<file path="src/core/bit_carry_and_branch_cond_pkg.sv">
// Constants for the carry bit-operation and branch-condition unit.
// Assumes an APB slave with 32-bit data, one aligned word per register.
//
// Behaviour
// RULE_01 - Bit OR puts carry OR the selected operand bit into carry.
// RULE_02 - Inverted bit OR puts carry OR the inverse selected bit in carry.
// RULE_03 - Bit XOR puts carry XOR the selected operand bit into carry.
// RULE_04 - Inverted bit XOR puts carry XOR the inverse selected bit in carry.
// RULE_05 - Bit load copies the selected bit into carry, operand untouched.
// RULE_06 - Inverted bit load copies the inverse selected bit into carry.
// RULE_07 - Carry store writes carry into the selected operand bit.
// RULE_08 - Inverted carry store writes inverse carry into the selected bit.
// RULE_09 - Inverted variants take the bit number only from the immediate.
// RULE_10 - A branch jumps only when its condition holds; one is always true.
// RULE_11 - Unsigned tests use carry OR zero, and carry alone.
// RULE_12 - Zero, overflow, negative tests are direct; signed use N XOR V.
// RULE_13 - Jump, relative and absolute calls saving return, and return.
package bit_carry_and_branch_cond_pkg;

	// Register byte addresses
	localparam logic [7:0] ADDR_CTRL    = 8'h00;
	localparam logic [7:0] ADDR_FLAGS   = 8'h04;
	localparam logic [7:0] ADDR_OPERAND = 8'h08;
	localparam logic [7:0] ADDR_BITREG  = 8'h0c;
	localparam logic [7:0] ADDR_PC      = 8'h10;
	localparam logic [7:0] ADDR_TARGET  = 8'h14;
	localparam logic [7:0] ADDR_STATUS  = 8'h18;
	localparam logic [7:0] ADDR_RETTOP  = 8'h1c;

	// Control word fields
	localparam int CTRL_OP_LSB   = 0;
	localparam int CTRL_POS_LSB  = 4;
	localparam int CTRL_FROM_REG = 7;
	localparam int CTRL_COND_LSB = 8;

	// Flag word fields
	localparam int FLAG_C = 0;
	localparam int FLAG_Z = 1;
	localparam int FLAG_V = 2;
	localparam int FLAG_N = 3;

	// Status word fields
	localparam int STAT_TAKEN   = 0;
	localparam int STAT_DEPTH   = 1;
	localparam int STAT_ERR     = 4;

	// Widths, sizes and reset values
	localparam int ADDR_W      = 24;
	localparam int STACK_DEPTH = 4;
	localparam logic [23:0] PC_RESET  = 24'h000000;
	localparam logic [23:0] INSTR_LEN = 24'h000002;
	localparam logic [3:0]  FLAGS_RESET = 4'h0;

	// Operation codes
	typedef enum logic [3:0] {
		OP_NONE     = 4'h0,
		OP_OR       = 4'h1,
		OP_IOR      = 4'h2,
		OP_XOR      = 4'h3,
		OP_IXOR     = 4'h4,
		OP_LD       = 4'h5,
		OP_ILD      = 4'h6,
		OP_ST       = 4'h7,
		OP_IST      = 4'h8,
		OP_BCC      = 4'h9,
		OP_JUMP     = 4'ha,
		OP_CALL_REL = 4'hb,
		OP_CALL_ABS = 4'hc,
		OP_RTS      = 4'hd
	} op_t;

	// Branch condition codes
	localparam logic [3:0] COND_ALWAYS = 4'h0;
	localparam logic [3:0] COND_NEVER  = 4'h1;
	localparam logic [3:0] COND_HI     = 4'h2;
	localparam logic [3:0] COND_LS     = 4'h3;
	localparam logic [3:0] COND_CC     = 4'h4;
	localparam logic [3:0] COND_CS     = 4'h5;
	localparam logic [3:0] COND_NE     = 4'h6;
	localparam logic [3:0] COND_EQ     = 4'h7;
	localparam logic [3:0] COND_VC     = 4'h8;
	localparam logic [3:0] COND_VS     = 4'h9;
	localparam logic [3:0] COND_PL     = 4'ha;
	localparam logic [3:0] COND_MI     = 4'hb;
	localparam logic [3:0] COND_GE     = 4'hc;
	localparam logic [3:0] COND_LT     = 4'hd;
	localparam logic [3:0] COND_GT     = 4'he;
	localparam logic [3:0] COND_LE     = 4'hf;

endpackage

</file>
<file path="src/core/bit_carry_and_branch_cond.sv">
// Carry bit operations and branch/call sequencing behind an APB slave.
// Assumes operand fetch and address calculation happen outside; software
// loads the operand byte, flags and target, then writes the control word.
//
// Added by the designer: the register addresses and the APB register port.
`timescale 1ns/1ps
module bit_carry_and_branch_cond
	import bit_carry_and_branch_cond_pkg::*;
(
	// Clock and reset
	input  wire logic        pclk,
	input  wire logic        presetn,
	// APB request
	input  wire logic        psel,
	input  wire logic        penable,
	input  wire logic        pwrite,
	input  wire logic [31:0] paddr,
	input  wire logic [31:0] pwdata,
	input  wire logic [3:0]  pstrb,
	// APB answer
	output logic [31:0]      prdata,
	output logic             pready,
	output logic             pslverr,
	// Datapath view
	output logic             carry_flag,
	output logic [23:0]      program_counter,
	output logic             branch_taken
);

	////////////////////////////////////////////////////////////////////////
	// State

	typedef struct packed {
		logic                         carry;
		logic                         zero;
		logic                         overflow;
		logic                         negative;
		logic [7:0]                   operand;
		logic [2:0]                   bitreg;
		logic [23:0]                  pc;
		logic [23:0]                  target;
		logic                         taken;
		logic                         err;
		logic [2:0]                   depth;
		logic [STACK_DEPTH-1:0][23:0] stack;
	} state_t;

	state_t      cur;
	state_t      next_cur;

	logic        access;
	logic        wr;
	logic        mapped;
	logic [7:0]  reg_addr;
	logic [3:0]  ctrl_op;
	logic [2:0]  ctrl_pos;
	logic        ctrl_from_reg;
	logic [3:0]  ctrl_cond;
	logic        inverted_op;
	logic [2:0]  bit_pos;
	logic        sel_bit;
	logic        cond_true;
	logic [23:0] seq_pc;
	logic [23:0] rel_pc;
	logic [31:0] rd_mux;

	////////////////////////////////////////////////////////////////////////
	// Bus decode

	// Zero wait state slave
	assign access   = psel & penable;
	assign wr       = access & pwrite;
	assign reg_addr = paddr[7:0];
	assign pready   = 1'b1;

	// Known register window
	always_comb
	begin
		case (reg_addr)
			ADDR_CTRL, ADDR_FLAGS, ADDR_OPERAND, ADDR_BITREG,
			ADDR_PC, ADDR_TARGET, ADDR_STATUS, ADDR_RETTOP:
				mapped = (paddr[31:8] == 24'h000000);
			default:
				mapped = 1'b0;
		endcase
	end

	// Error answer for holes
	assign pslverr = access & ~mapped;

	////////////////////////////////////////////////////////////////////////
	// Control word fields

	assign ctrl_op       = pwdata[CTRL_OP_LSB +: 4];
	assign ctrl_pos      = pwdata[CTRL_POS_LSB +: 3];
	assign ctrl_from_reg = pwdata[CTRL_FROM_REG];
	assign ctrl_cond     = pwdata[CTRL_COND_LSB +: 4];

	// Inverted forms
	always_comb
	begin
		case (ctrl_op)
			OP_IOR, OP_IXOR, OP_ILD, OP_IST: inverted_op = 1'b1;
			default:                         inverted_op = 1'b0;
		endcase
	end

	// Bit number source
	assign bit_pos = (ctrl_from_reg & ~inverted_op) ? cur.bitreg
		: ctrl_pos;                                         // RULE_09
	assign sel_bit = cur.operand[bit_pos];

	// Sequential and relative addresses
	assign seq_pc = cur.pc + INSTR_LEN;
	assign rel_pc = seq_pc + cur.target;

	////////////////////////////////////////////////////////////////////////
	// Condition evaluation

	branch_cond_eval u_cond (
		.cond      (ctrl_cond),
		.carry     (cur.carry),
		.zero      (cur.zero),
		.overflow  (cur.overflow),
		.negative  (cur.negative),
		.cond_true (cond_true)
	);

	////////////////////////////////////////////////////////////////////////
	// Next state

	// Register writes and operation execution
	always_comb
	begin
		next_cur = cur;
		if (wr && mapped)
		begin
			case (reg_addr)
				ADDR_FLAGS:
				begin
					if (pstrb[0])
					begin
						next_cur.carry    = pwdata[FLAG_C];
						next_cur.zero     = pwdata[FLAG_Z];
						next_cur.overflow = pwdata[FLAG_V];
						next_cur.negative = pwdata[FLAG_N];
					end
				end
				ADDR_OPERAND:
				begin
					if (pstrb[0])
						next_cur.operand = pwdata[7:0];
				end
				ADDR_BITREG:
				begin
					if (pstrb[0])
						next_cur.bitreg = pwdata[2:0];
				end
				ADDR_PC:
				begin
					if (pstrb[0])
						next_cur.pc[7:0] = pwdata[7:0];
					if (pstrb[1])
						next_cur.pc[15:8] = pwdata[15:8];
					if (pstrb[2])
						next_cur.pc[23:16] = pwdata[23:16];
				end
				ADDR_TARGET:
				begin
					if (pstrb[0])
						next_cur.target[7:0] = pwdata[7:0];
					if (pstrb[1])
						next_cur.target[15:8] = pwdata[15:8];
					if (pstrb[2])
						next_cur.target[23:16] = pwdata[23:16];
				end
				ADDR_STATUS:
				begin
					// Write one clears the error flag
					if (pstrb[0] && pwdata[STAT_ERR])
						next_cur.err = 1'b0;
				end
				ADDR_CTRL:
				begin
					if (pstrb[0])
					begin
						next_cur.taken = 1'b0;
						case (ctrl_op)
							OP_OR:
								next_cur.carry = cur.carry | sel_bit;    // RULE_01
							OP_IOR:
								next_cur.carry = cur.carry | ~sel_bit;   // RULE_02
							OP_XOR:
								next_cur.carry = cur.carry ^ sel_bit;    // RULE_03
							OP_IXOR:
								next_cur.carry = cur.carry ^ ~sel_bit;   // RULE_04
							OP_LD:
								next_cur.carry = sel_bit;                // RULE_05
							OP_ILD:
								next_cur.carry = ~sel_bit;               // RULE_06
							OP_ST:
								next_cur.operand[bit_pos] = cur.carry;   // RULE_07
							OP_IST:
								next_cur.operand[bit_pos] = ~cur.carry;  // RULE_08
							OP_BCC:
							begin
								// Taken goes relative, else falls through
								next_cur.taken = cond_true;              // RULE_10
								next_cur.pc    = cond_true ? rel_pc
									: seq_pc;                            // RULE_10
							end
							OP_JUMP:
							begin
								next_cur.taken = 1'b1;
								next_cur.pc    = cur.target;             // RULE_13
							end
							OP_CALL_REL, OP_CALL_ABS:
							begin
								if (cur.depth == 3'(STACK_DEPTH))
									next_cur.err = 1'b1;
								else
								begin
									// Save return, then go
									next_cur.stack[cur.depth[1:0]] = seq_pc; // RULE_13
									next_cur.depth = cur.depth + 3'h1;
									next_cur.taken = 1'b1;
									next_cur.pc    = (ctrl_op == OP_CALL_REL)
										? rel_pc : cur.target;           // RULE_13
								end
							end
							OP_RTS:
							begin
								if (cur.depth == 3'h0)
									next_cur.err = 1'b1;
								else
								begin
									// Restore saved return address
									next_cur.depth = cur.depth - 3'h1;
									next_cur.pc    =
										cur.stack[2'(cur.depth - 3'h1)]; // RULE_13
									next_cur.taken = 1'b1;
								end
							end
							default:
								next_cur.taken = 1'b0;
						endcase
					end
				end
				default:
					next_cur = cur;
			endcase
		end
	end

	////////////////////////////////////////////////////////////////////////
	// State register

	always_ff @(posedge pclk or negedge presetn)
	begin
		if (!presetn)
		begin
			cur          <= '0;
			cur.pc       <= PC_RESET;
			cur.carry    <= FLAGS_RESET[FLAG_C];
			cur.zero     <= FLAGS_RESET[FLAG_Z];
			cur.overflow <= FLAGS_RESET[FLAG_V];
			cur.negative <= FLAGS_RESET[FLAG_N];
		end
		else
			cur <= next_cur;
	end

	////////////////////////////////////////////////////////////////////////
	// Read data

	// Read mux over stored state
	always_comb
	begin
		rd_mux = 32'h00000000;
		case (reg_addr)
			ADDR_FLAGS:
			begin
				rd_mux[FLAG_C] = cur.carry;
				rd_mux[FLAG_Z] = cur.zero;
				rd_mux[FLAG_V] = cur.overflow;
				rd_mux[FLAG_N] = cur.negative;
			end
			ADDR_OPERAND: rd_mux[7:0]  = cur.operand;
			ADDR_BITREG:  rd_mux[2:0]  = cur.bitreg;
			ADDR_PC:      rd_mux[23:0] = cur.pc;
			ADDR_TARGET:  rd_mux[23:0] = cur.target;
			ADDR_STATUS:
			begin
				rd_mux[STAT_TAKEN]        = cur.taken;
				rd_mux[STAT_DEPTH +: 3]   = cur.depth;
				rd_mux[STAT_ERR]          = cur.err;
			end
			ADDR_RETTOP:
			begin
				if (cur.depth != 3'h0)
					rd_mux[23:0] = cur.stack[2'(cur.depth - 3'h1)];
			end
			default:      rd_mux = 32'h00000000;
		endcase
	end

	// Data only during a mapped read access
	assign prdata = (access && !pwrite && mapped) ? rd_mux : 32'h00000000;

	// Datapath outputs straight from state
	assign carry_flag      = cur.carry;
	assign program_counter = cur.pc;
	assign branch_taken    = cur.taken;

endmodule // bit_carry_and_branch_cond

</file>
<file path="src/core/branch_cond_eval.sv">
// Branch condition evaluator, purely combinational.
// Assumes flags are stable registered values from the caller.
`timescale 1ns/1ps
module branch_cond_eval
	import bit_carry_and_branch_cond_pkg::*;
(
	// Condition select
	input  wire logic [3:0] cond,
	// Flags
	input  wire logic       carry,
	input  wire logic       zero,
	input  wire logic       overflow,
	input  wire logic       negative,
	// Result
	output logic            cond_true
);

	logic lo_same;
	logic sign_lt;
	logic sign_le;

	// Shared compare terms
	assign lo_same = carry | zero;             // RULE_11
	assign sign_lt = negative ^ overflow;      // RULE_12
	assign sign_le = zero | sign_lt;           // RULE_12

	// Condition table
	always_comb
	begin
		case (cond)
			COND_ALWAYS: cond_true = 1'b1;       // RULE_10
			COND_NEVER:  cond_true = 1'b0;       // RULE_10
			COND_HI:     cond_true = ~lo_same;   // RULE_11
			COND_LS:     cond_true = lo_same;    // RULE_11
			COND_CC:     cond_true = ~carry;     // RULE_11
			COND_CS:     cond_true = carry;      // RULE_11
			COND_NE:     cond_true = ~zero;      // RULE_12
			COND_EQ:     cond_true = zero;       // RULE_12
			COND_VC:     cond_true = ~overflow;  // RULE_12
			COND_VS:     cond_true = overflow;   // RULE_12
			COND_PL:     cond_true = ~negative;  // RULE_12
			COND_MI:     cond_true = negative;   // RULE_12
			COND_GE:     cond_true = ~sign_lt;   // RULE_12
			COND_LT:     cond_true = sign_lt;    // RULE_12
			COND_GT:     cond_true = ~sign_le;   // RULE_12
			COND_LE:     cond_true = sign_le;    // RULE_12
			default:     cond_true = 1'b0;
		endcase
	end

endmodule // branch_cond_eval

</file>
<file path="config.mk">
export PLATFORM = sky130hd
export DESIGN_NAME = bit_carry_and_branch_cond
export DESIGN_NICKNAME = d
export VERILOG_FILES = /design/src/core/bit_carry_and_branch_cond_pkg.sv /design/src/core/bit_carry_and_branch_cond.sv /design/src/core/branch_cond_eval.sv
export SDC_FILE = /design/constraint.sdc
export NUM_CORES = 1
export LEC_CHECK = 0
export BUFFER_PORTS_ARGS = -buffer_cell sky130_fd_sc_hd__buf_2
export CORE_MARGIN = 10
export CORE_UTILIZATION = 59
export CTS_CLUSTER_SIZE = 10
export DETAILED_ROUTE_END_ITERATION = 10
export PLACE_DENSITY_LB_ADDON = 0.25
export SLEW_MARGIN = 20
export SYNTH_ARGS = -nofsm -noshare
export SYNTH_HDL_FRONTEND = slang
export SYNTH_SLANG_ARGS = --single-unit
</file>
<file path="constraint.sdc">
create_clock -name pclk -period 5.4 [get_ports pclk]
set_input_delay 1.08 -clock pclk [delete_from_list [all_inputs] [get_ports pclk]]
set_output_delay 1.08 -clock pclk [all_outputs]
set_load 0.01 [all_outputs]
</file>
; ---- After elaboration in Yosys (flattened, before gate mapping)
; Index checks and enable logic that the tools add are counted.
[classes]
add_sub_neg = 4
n_mul = 0
n_div = 0
n_lt_le_gt_ge = 5
n_eq_ne = 53
shift = 0
muxes = 51
bitwise = 22
reduce_logical = 34
[op_table]
columns = op, count
row1 = two-way mux 24 bit, 9
row2 = two-way mux 100 bit, 1
row3 = two-way mux 99 bit, 1
row4 = bitwise mux 96 bit, 1
row5 = two-way mux 96 bit, 1
row6 = case mux 24 bit (4 select lines), 1
row7 = "equality test 4 bit, second input constant", 14
row8 = binary-select mux 24 bit (select 2 bit), 1
row9 = demux 24 bit (select 2 bit), 1
row10 = case mux 16 bit (3 select lines), 1
row11 = case mux 24 bit (2 select lines), 1
row12 = "equality test 4 x 3 -> 1 bit, second input constant", 8
row13 = "equality test 8 x 5 -> 1 bit, second input constant", 4
row14 = two-way mux 8 bit, 4
row15 = case mux 8 bit (2 select lines), 2
row16 = AND reduction 7 bit, 4
row17 = "adder 24 x 2 -> 24 bit, second input constant", 1
row18 = adder 24 bit, 1
row19 = zero test 24 bit, 1
row20 = case mux 3 bit (7 select lines), 1
row21 = "!= test 2 bit, second input constant", 9
row22 = AND reduction 3 bit, 6
row23 = bitwise mux 8 bit, 2
row24 = "equality test 4 x 2 -> 1 bit, second input constant", 4
row25 = 42 further kinds, 90
[word_totals]
ff_bits = 164
latchBits = 0
ramBits = 0
rom_bits = 0
in_bits = 73
mem_count = 0

; ---- Depth between registers and ports, before layout
; Gate-level depths: netlist (run 1).
[depth]
ltp_word = 14
ltp_mapped = 17
mapped_depth_nobuf = 16

; ---- Modules after synthesis
; A second synthesis (run 1) with hierarchy kept.
[unflattened]
cells_unflattened = 1223
hier_area_um2 = 10811.6
[by_module_without_submodules]
columns = mod, instances, cells_per_inst, area_per_inst_um2
row1 = bit_carry_and_branch_cond, 1, 1213, 10732.8
row2 = branch_cond_eval, 1, 10, 78.8

; ---- Worst setup path before layout (run 1)
; OpenSTA, ideal clock, no wires.
[synth_timing]
path_kind = flip-flop to output port
start = register cur[96] (netlist bit)
end = output port prdata[1]
arrival_ns = 3.183
path_slack_ns = 1.137
stages_incl_launch_ff = 10
path_buffers = 4
path_cell_list = dfrtp_1 > clkbuf_1 > clkbuf_1 > inv_1 > ha_1 > clkbuf_1 > clkbuf_1 > mux4_2 > a222oi_1 > a31oi_1
[synth_via]
elab_chain_len = 6
word_cells_on_any_way = 7
[synth_lines]
columns = item, line
row1 = start: declaration, bit_carry_and_branch_cond.sv:48  ; state_t cur;
row2 = start signal: assignment, bit_carry_and_branch_cond.sv:270  ; cur <= next_cur;
row3 = subtractor 3 x 1 -> 3 bit, bit_carry_and_branch_cond.sv:301  ; rd_mux[23:0] = cur.stack[2'(cur.depth - 3'h1)];
row4 = binary-select mux 24 bit (select 2 bit), bit_carry_and_branch_cond.sv:301
row5 = two-way mux 24 bit (not written as such), bit_carry_and_branch_cond.sv:301
row6 = two-way mux 24 bit, bit_carry_and_branch_cond.sv:300  ; if (cur.depth != 3'h0)
row7 = case mux 3 bit (7 select lines) *, bit_carry_and_branch_cond.sv:280  ; case (reg_addr)
row8 = two-way mux 24 bit *, bit_carry_and_branch_cond.sv:308  ; assign prdata = (access && !pwrite && mapped) ? rd_mux : 32'h00000000;
row9 = end: declaration, bit_carry_and_branch_cond.sv:21  ; output logic [31:0] prdata,
; Mark *: on every way between the ends. The rest lies on a longest branch, timed or not. The select of a mux whose other input is x is not followed.

; ---- Worst setup path in the final report (run 1)
[layout_timing]
start = input port paddr[10]
end = output port prdata[8]
[layout_via]
elab_chain_len = 4
[layout_lines]
columns = item, line
row1 = start: declaration, bit_carry_and_branch_cond.sv:17  ; input wire logic [31:0] paddr,
row2 = zero test 24 bit, bit_carry_and_branch_cond.sv:82  ; mapped = (paddr[31:8] == 24'h000000);
row3 = two-way mux 1 bit, bit_carry_and_branch_cond.sv:79  ; case (reg_addr)
row4 = logical AND 1 bit, bit_carry_and_branch_cond.sv:308
row5 = two-way mux 24 bit, bit_carry_and_branch_cond.sv:308
; No other way between the ends.

==> key figures, run 1 <==
Timing
  • Max Slew Vio Count: 0
  • Setup_tns: 0 ns
  • Final Hold Viols: 0
  • Clock Skew: 0.0105 ns
  • Fin crit period: 4.64 ns
  • Worst-Margin Slew: 1.15 ns
  • Slew HR: 21.2%
  • Setup ws final: 0.763 ns
  • Highest Clock Rate: 0.216 GHz
  • WHS: 0.482 ns
  • Final period util: 85.9%
  • Final Setup Violations: 0
  • RSZ-0062 raised after global routing: no

Logic synthesis
  • Cells after Synth: 1,202
  • Synth Flop Type: dfrtp_1
  • #FFs+latches synth: 164
  • Cell accounting for the most synthesized area: dfrtp_1
  • Post-synth top area share: 37.9%
  • Area contributors post-synth: dfrtp_1, nand2_1, mux4_2, mux2_2, o21ai_0
  • Simple-gate share of the synthesized area: 15.2%
  • Mean Syn Cell Area: 9.01 sq um
  • YS warnings: 0
  • Synth top cells by count: nand2_1, dfrtp_1, o21ai_0
  • EDFF count, synth: 0
  • Seq/Total Area, Yosys: 37.9%
  • XOR/XNOR Fraction of Synth Area: 3.88%
  • Mux cell area share after synthesis: 10.5%
  • Synth Area in Compound Gates: 21.9%
  • Post-synthesis adder-cell area fraction: 4.34%
  • Cell area after synthesis: 10,800 sq um
  • Combinational family with the most area after synthesis: compound AO/OA/AOI/OAI gates
  • Number of library cell types mapped by synthesis: 67
  • Asr flop ratio synth: 100%
  • Most numerous cell in the Yosys netlist: nand2_1

Worst setup path
  • Top cell by count, worst path: buf_2
  • Slowest CP cell: or3_1
  • CP Launch Type: input port
  • CP arrival: 3.56 ns
  • Cells along the critical path: buf_2, nor4_1, nand4_1, nor3_2, nand2b_1, or3_1, a21oi_1, buf_2
  • Worst Setup End Kind: output port
  • Largest stage delay, worst path: 0.74 ns
  • Critical path class: in -> out
  • CP required: 4.32 ns
  • Worst-path fanout max: 15

Clock network
  • Clock Latency Late Sink: 0.44 ns
  • Post-CTS Hold Buffers: 0
  • Setup bufs post-CTS: 0
  • CTS tree: built
  • Clk buf depth: 2
  • Cts repair resizes: 0
  • Clock sinks: 164
  • H-tree levels: 4
  • CTS clk-pin slew, worst paths: 0.06 ns
  • TritonCTS buffer count: 17
  • Root Driver: clkbuf_16

Die
  • Die H: 155 um
  • Std cell rows: 49
  • Die width: 155 um
  • DIE AREA: 24,200 sq um
  • Initial cell density of the core: 60.1%
  • Top Ports: 133
  • Core area: 18,000 sq um

Run
  • Max-cap viol count: 0

Route
  • Avg WL per Cell: 22.7 um
  • Post-route ant nets: 0
  • Final wirelength: 34.2 mm
  • Routed vias: 9,935
  • Via-to-Cell Ratio: 6.61
  • Iter 0 DRT Violations: 1,030
  • TritonRoute pass-1 iters: 5
  • Remaining DRCs: 0

Cells and area
  • Layout Cells excl Fill: 1,502
  • Post-layout util: 66.6%
  • Ant diodes: 0
  • Layout cells sized above 1: 19.9%
  • Nets@finish: 1,370
  • Synth-to-Final Area Change: 10.9%

Power and ir drop
  • Lkg Pwr: 5.51 nW
  • Pwr/cell area: 229 nW/um^2
  • Peak VDD IR: 0.000215 V

Global routing
  • Vias in the first global route: 9,733
  • Largest net degree at the start of global routing: 97
  • Initial antenna violation count: 0
  • Tot GR Track Use: 27.6%
  • Grt ovf: 0
  • First-pass GRT wire length: 53.2 mm

Worst hold path
  • Hold Crit Class: reg -> reg

Placed design
  • Pre-CTS setup slack: 0.879 ns
  • Port-buffer cells: 114
  • DP Wirelength: 23.7 mm
  • Dpl cells: 1,470
  • GP Congestion: 0.999

Run status
  • Status: complete, no violations
==> through the flow <==
| step | instance area, sq um | total power [mW] |
|---|---|---|
| after floorplan | 10900 | 1.33 |
| after global placement | 11400 | 1.41 |
| after detailed placement | 11400 | 1.41 |
| after CTS | 12000 | 2.75 |
| after global routing | 12000 | 2.81 |
| final | 12000 | 2.75 |
==> cell type report <==
class | instances | area (sq um)
clock buffer | 20 | 467
fill | 1496 | 6020
clock inverter | 12 | 188
inverter | 34 | 128
timing repair buffer | 136 | 742
multi-input combinational | 907 | 6090
tap | 229 | 287
sequential | 164 | 4110
==> power by group <==
group	internal (mW)	switching (mW)	leakage (nW)	total, mW
Sequential	1.23	0.0000000000624	2.28	1.23
Combinational	0.0486	0.116	2.90	0.165
Clock	0.823	0.533	0.326	1.36
Total	2.10	0.650	5.51	2.75
==> sequential cells by signal, summed over array words and instances (netlist names) <==
register / count
cur: 138
program_counter: 24
carry_flag: 1
branch_taken: 1
==> layout by cell type (no fill, tap or decap), types with 7 or more instances in the layout <==
| cell | Yosys | layout |
|---|---|---|
| nand2_1 | 176 | 176 |
| dfrtp_1 | 164 | 163 |
| buf_2 | 22 | 113 |
| o21ai_0 | 97 | 97 |
| o21ai_1 | 81 | 81 |
| nor2_1 | 55 | 54 |
| a21oi_1 | 53 | 53 |
| mux2_2 | 47 | 47 |
| ha_1 | 36 | 36 |
| inv_1 | 34 | 34 |
| a22oi_1 | 33 | 33 |
| nand3_1 | 26 | 26 |
| xnor2_1 | 24 | 24 |
| xor2_1 | 24 | 24 |
| mux4_2 | 24 | 24 |
| buf_4 | 33 | 22 |
| nor3_1 | 21 | 19 |
| clkbuf_16 | 0 | 17 |
| nor2b_1 | 15 | 15 |
| a221oi_1 | 14 | 14 |
| a31oi_1 | 12 | 12 |
| a222oi_1 | 11 | 11 |
| nor4_1 | 10 | 10 |
| o211ai_1 | 10 | 10 |
| conb_1 | 2 | 9 |
| nand4_1 | 8 | 8 |
| a21o_1 | 8 | 8 |
| and3_1 | 7 | 7 |
| o2111ai_1 | 7 | 7 |
| o21a_1 | 7 | 7 |
| o31ai_1 | 7 | 7 |
| mux2i_1 | 7 | 7 |
| and2_1 | 7 | 7 |
| o221ai_1 | 7 | 7 |
==> layer usage <==
| layer | routed length, um | up-vias | track usage, % |
|---|---|---|---|
| met3 | 3270 | 108 | 6.98 |
| met4 | 1660 | 0 | 12.3 |
| li1 | - | 4491 | - |
| met5 | 0 | - | 0 |
| met1 | 12900 | 4779 | 34.0 |
| met2 | 16300 | 557 | 44.7 |
==> path summary, 6_finish.rpt <==
check	from	to	slack (ns)	depth (start not counted)
worst max register to register	program_counter[1]	program_counter[17]	0.94	13
worst max-delay path	paddr[10]	prdata[8]	0.76	8
worst min-delay path	cur[45]	cur[45]	0.48	2
min in group asynchronous	presetn	cur[19]	0.71	1
worst min register to register	cur[45]	cur[45]	0.48	2
max in group asynchronous	presetn	cur[36]	3.62	2
==> cell families (layout without fill, tap and decap cells) <==
family,after synthesis,after routing
AOI/OAI and AO/OA,379,379
xor gates and xnor gates,48,48
adders and majority gates,37,37
buffers and inverters,138,202
DFF,164,164
muxes,78,78
other,2,9
and+or+nand+nor,356,356
==> worst max-delay path: cells and delay by family <==
family	cells	cell delay (ns)
AOI/OAI and AO/OA	1	0.37
buffers and inverters	2	0.30
and+or+nand+nor	5	1.79
Note: power is estimated with default switching activity, not from simulation.
==> inputs of run 2 (changes only) <==
--- a/config.mk
+++ b/config.mk
@@ -11,6 +11,7 @@
 export CTS_CLUSTER_SIZE = 10
 export DETAILED_ROUTE_END_ITERATION = 10
 export PLACE_DENSITY_LB_ADDON = 0.25
+export RECOVER_POWER = 50
 export SLEW_MARGIN = 20
 export SYNTH_ARGS = -nofsm -noshare
 export SYNTH_HDL_FRONTEND = slang
==> run 2 against run 1 <==
Critical path depth did not move. Clock skew fell by 0.00088 ns. Design area fell by 0.37%. Via count rose by 0.18%. Sequential power barely moved. Count of clock-buffer cells in the layout did not move. The flow now finishes with violations (capacitance limit, slew limit). Critical endpoint unchanged. Combinational power barely moved.
==> key figures, run 2 (synthesized netlist as in run 1, its figures left out) <==
Cells and area
  • Post-layout util: 66.4% (-0.25 points)
  • Layout Cells excl Fill: 1,502 (unchanged)
  • Most frequent cells in the layout: nand2_1, dfrtp_1, o21ai_0
  • Layout cells sized above 1: 17.8% (-2.1 points)
  • Nets@finish: 1,370 (unchanged)
  • Final instance area: 12,000 sq um (-0.37%)
  • FILL cells: 1,513 (+1.1%)
  • Synth-to-Final Area Change: 10.5%
  • Commonest non-fill, non-tap cell in the layout: nand2_1
  • Reg with most FFs: cur
  • Area taken by multi-input logic gates: 6090 sq um (unchanged)
  • Max reg flops: 138 (unchanged)
  • Ant diodes: 0 (unchanged)
  • FF/Latch Area: 4110 sq um (unchanged)

Clock network
  • Root Driver: clkbuf_16
  • Clk buf depth: 2 (unchanged)
  • Setup bufs post-CTS: 0 (unchanged)
  • TritonCTS buffer count: 17 (unchanged)
  • H-tree levels: 4 (unchanged)
  • Clock sinks: 164 (unchanged)
  • Clock Latency Late Sink: 0.44 ns (about the same)
  • CTS tree: built
  • Cts repair resizes: 0 (unchanged)
  • Post-CTS Hold Buffers: 0 (unchanged)
  • CTS clk-pin slew, worst paths: 0.06 ns (about the same)

Global routing
  • Tot GR Track Use: 27.6% (unchanged)
  • Initial antenna violation count: 0 (unchanged)
  • Vias in the first global route: 9,733 (unchanged)
  • First-pass GRT wire length: 53.2 mm (unchanged)
  • Grt ovf: 0 (unchanged)
  • Largest net degree at the start of global routing: 97 (unchanged)

Run
  • Max-cap viol count: 3 (+3)

Worst setup path
  • CP top delay family: simple AND/OR/NAND/NOR gates
  • Cells along the critical path: buf_2, nor2_1, nand4_1, nor3_2, nand2b_1, or3_1, a21oi_1, buf_2
  • Slowest CP cell: or3_1
  • CP Launch Type: input port
  • R2R Path Start: program_counter[1]
  • Largest stage delay, worst path: 0.73 ns (about the same)
  • CP required: 4.32 ns (about the same)
  • Worst setup path start: paddr[1]
  • Top cell by count, worst path: buf_2
  • Worst Setup End Kind: output port
  • CP arrival: 3.55 ns (about the same)
  • CP Buf/Inv Count: 2 (unchanged)
  • Worst-path fanout max: 15 (unchanged)
  • Critical path class: in -> out

Die
  • DIE AREA: 24,200 sq um (unchanged)
  • Die H: 155 um (unchanged)
  • Top Ports: 133 (unchanged)
  • Core area: 18,000 sq um (unchanged)
  • Std cell rows: 49 (unchanged)
  • Initial cell density of the core: 60.1% (unchanged)
  • Die width: 155 um (unchanged)

Route
  • TritonRoute pass-1 iters: 6 (+1)
  • Final wirelength: 34.1 mm (about the same)
  • Post-route ant nets: 0 (unchanged)
  • Remaining DRCs: 0 (unchanged)
  • Avg WL per Cell: 22.7 um (about the same)
  • Routed vias: 9,953 (+0.18%)
  • Via-to-Cell Ratio: 6.63 (+0.18%)
  • Iter 0 DRT Violations: 1,040 (+0.97%)

Timing
  • WHS: 0.483 ns (+0.00117 ns)
  • Fin crit period: 4.63 ns (-0.00291 ns)
  • Setup_tns: 0 ns (unchanged)
  • RSZ-0062 raised after global routing: no
  • Setup ws final: 0.766 ns (+0.00291 ns)
  • Highest Clock Rate: 0.216 GHz (about the same)
  • Slew HR: -57.0% (-78 points)
  • Final period util: 85.8% (about the same)
  • Final Hold Viols: 0 (unchanged)
  • Max Slew Vio Count: 169 (+169)
  • Worst-Margin Slew: 2.35 ns (+1.20 ns)
  • Final Setup Violations: 0 (unchanged)
  • Clock Skew: 0.00962 ns (-0.000881 ns)

Worst hold path
  • Hold path start: cur[49]
  • Hold Crit Class: reg -> reg

Power and ir drop
  • Lkg Pwr: 5.39 nW (-2.1%)
  • Peak VDD IR: 0.000216 V (+0.45%)
  • Total power: 2.75 mW (about the same)
  • Pwr/cell area: 230 nW/um^2 (+0.43%)

Placed design
  • Port-buffer cells: 114 (unchanged)
  • GP Congestion: 0.999 (unchanged)
  • Placed Area: 11,400 sq um (unchanged)
  • Dpl cells: 1,470 (unchanged)
  • Pre-CTS setup slack: 0.879 ns (unchanged)
  • DP Wirelength: 23.7 mm (unchanged)

Run status
  • Failing checks: capacitance limit, slew limit
  • Status: finished, violations left
run 2: worst reg2reg max path: stages, from the launching register on:
cell and delay, ns:
dfrtp_1 0.67, ha_1 0.31, nand2_1 0.13, nor3_1 0.69, nand3_1 0.19, xor2_1 0.43
inv_1 0.13, ha_1 0.34, nand3_1 0.11, nor2_1 0.05, o21a_1 0.13, o21ai_0 0.43
o221ai_1 0.18, a21oi_1 0.20, xor2_1 0.21, o21ai_0 0.12
run 2: metal layers:
metal  up-vias  part of all wire, %  track usage [%]
li1       4502                    -                -
met1      4772                   38             34.0
met2       584                   48             44.7
met3        95                  9.9             6.98
met4         0                  4.5             12.3
met5         -                    0                0
run 2: worst paths after layout:
path	endpoint	slack, ns	cells after the start
worst max-delay path	prdata[8]	0.77	8
worst min-delay path	cur[49]	0.48	2
worst max register to register	program_counter[20]	0.97	15
worst min register to register	cur[49]	0.48	2
max in group asynchronous	cur[36]	1.04	2
min in group asynchronous	cur[19]	1.30	1
run 2: power by group:
part | total (mW) | switching (mW) | leakage (nW) | internal, mW
clock network | 1.36 | 0.536 | 0.326 | 0.823
logic | 0.164 | 0.116 | 2.79 | 0.0475
registers | 1.23 | 0.0000000000635 | 2.28 | 1.23
total | 2.75 | 0.652 | 5.39 | 2.10
run 2: area by class of cell:
class | instances | area share [%]
timing repair buffer | 136 | 5.83
inverter | 34 | 1.07
clock inverter | 12 | 1.57
multi-input combinational | 907 | 50.9
clock buffer | 20 | 3.90
sequential | 164 | 34.3
tap | 229 | 2.39
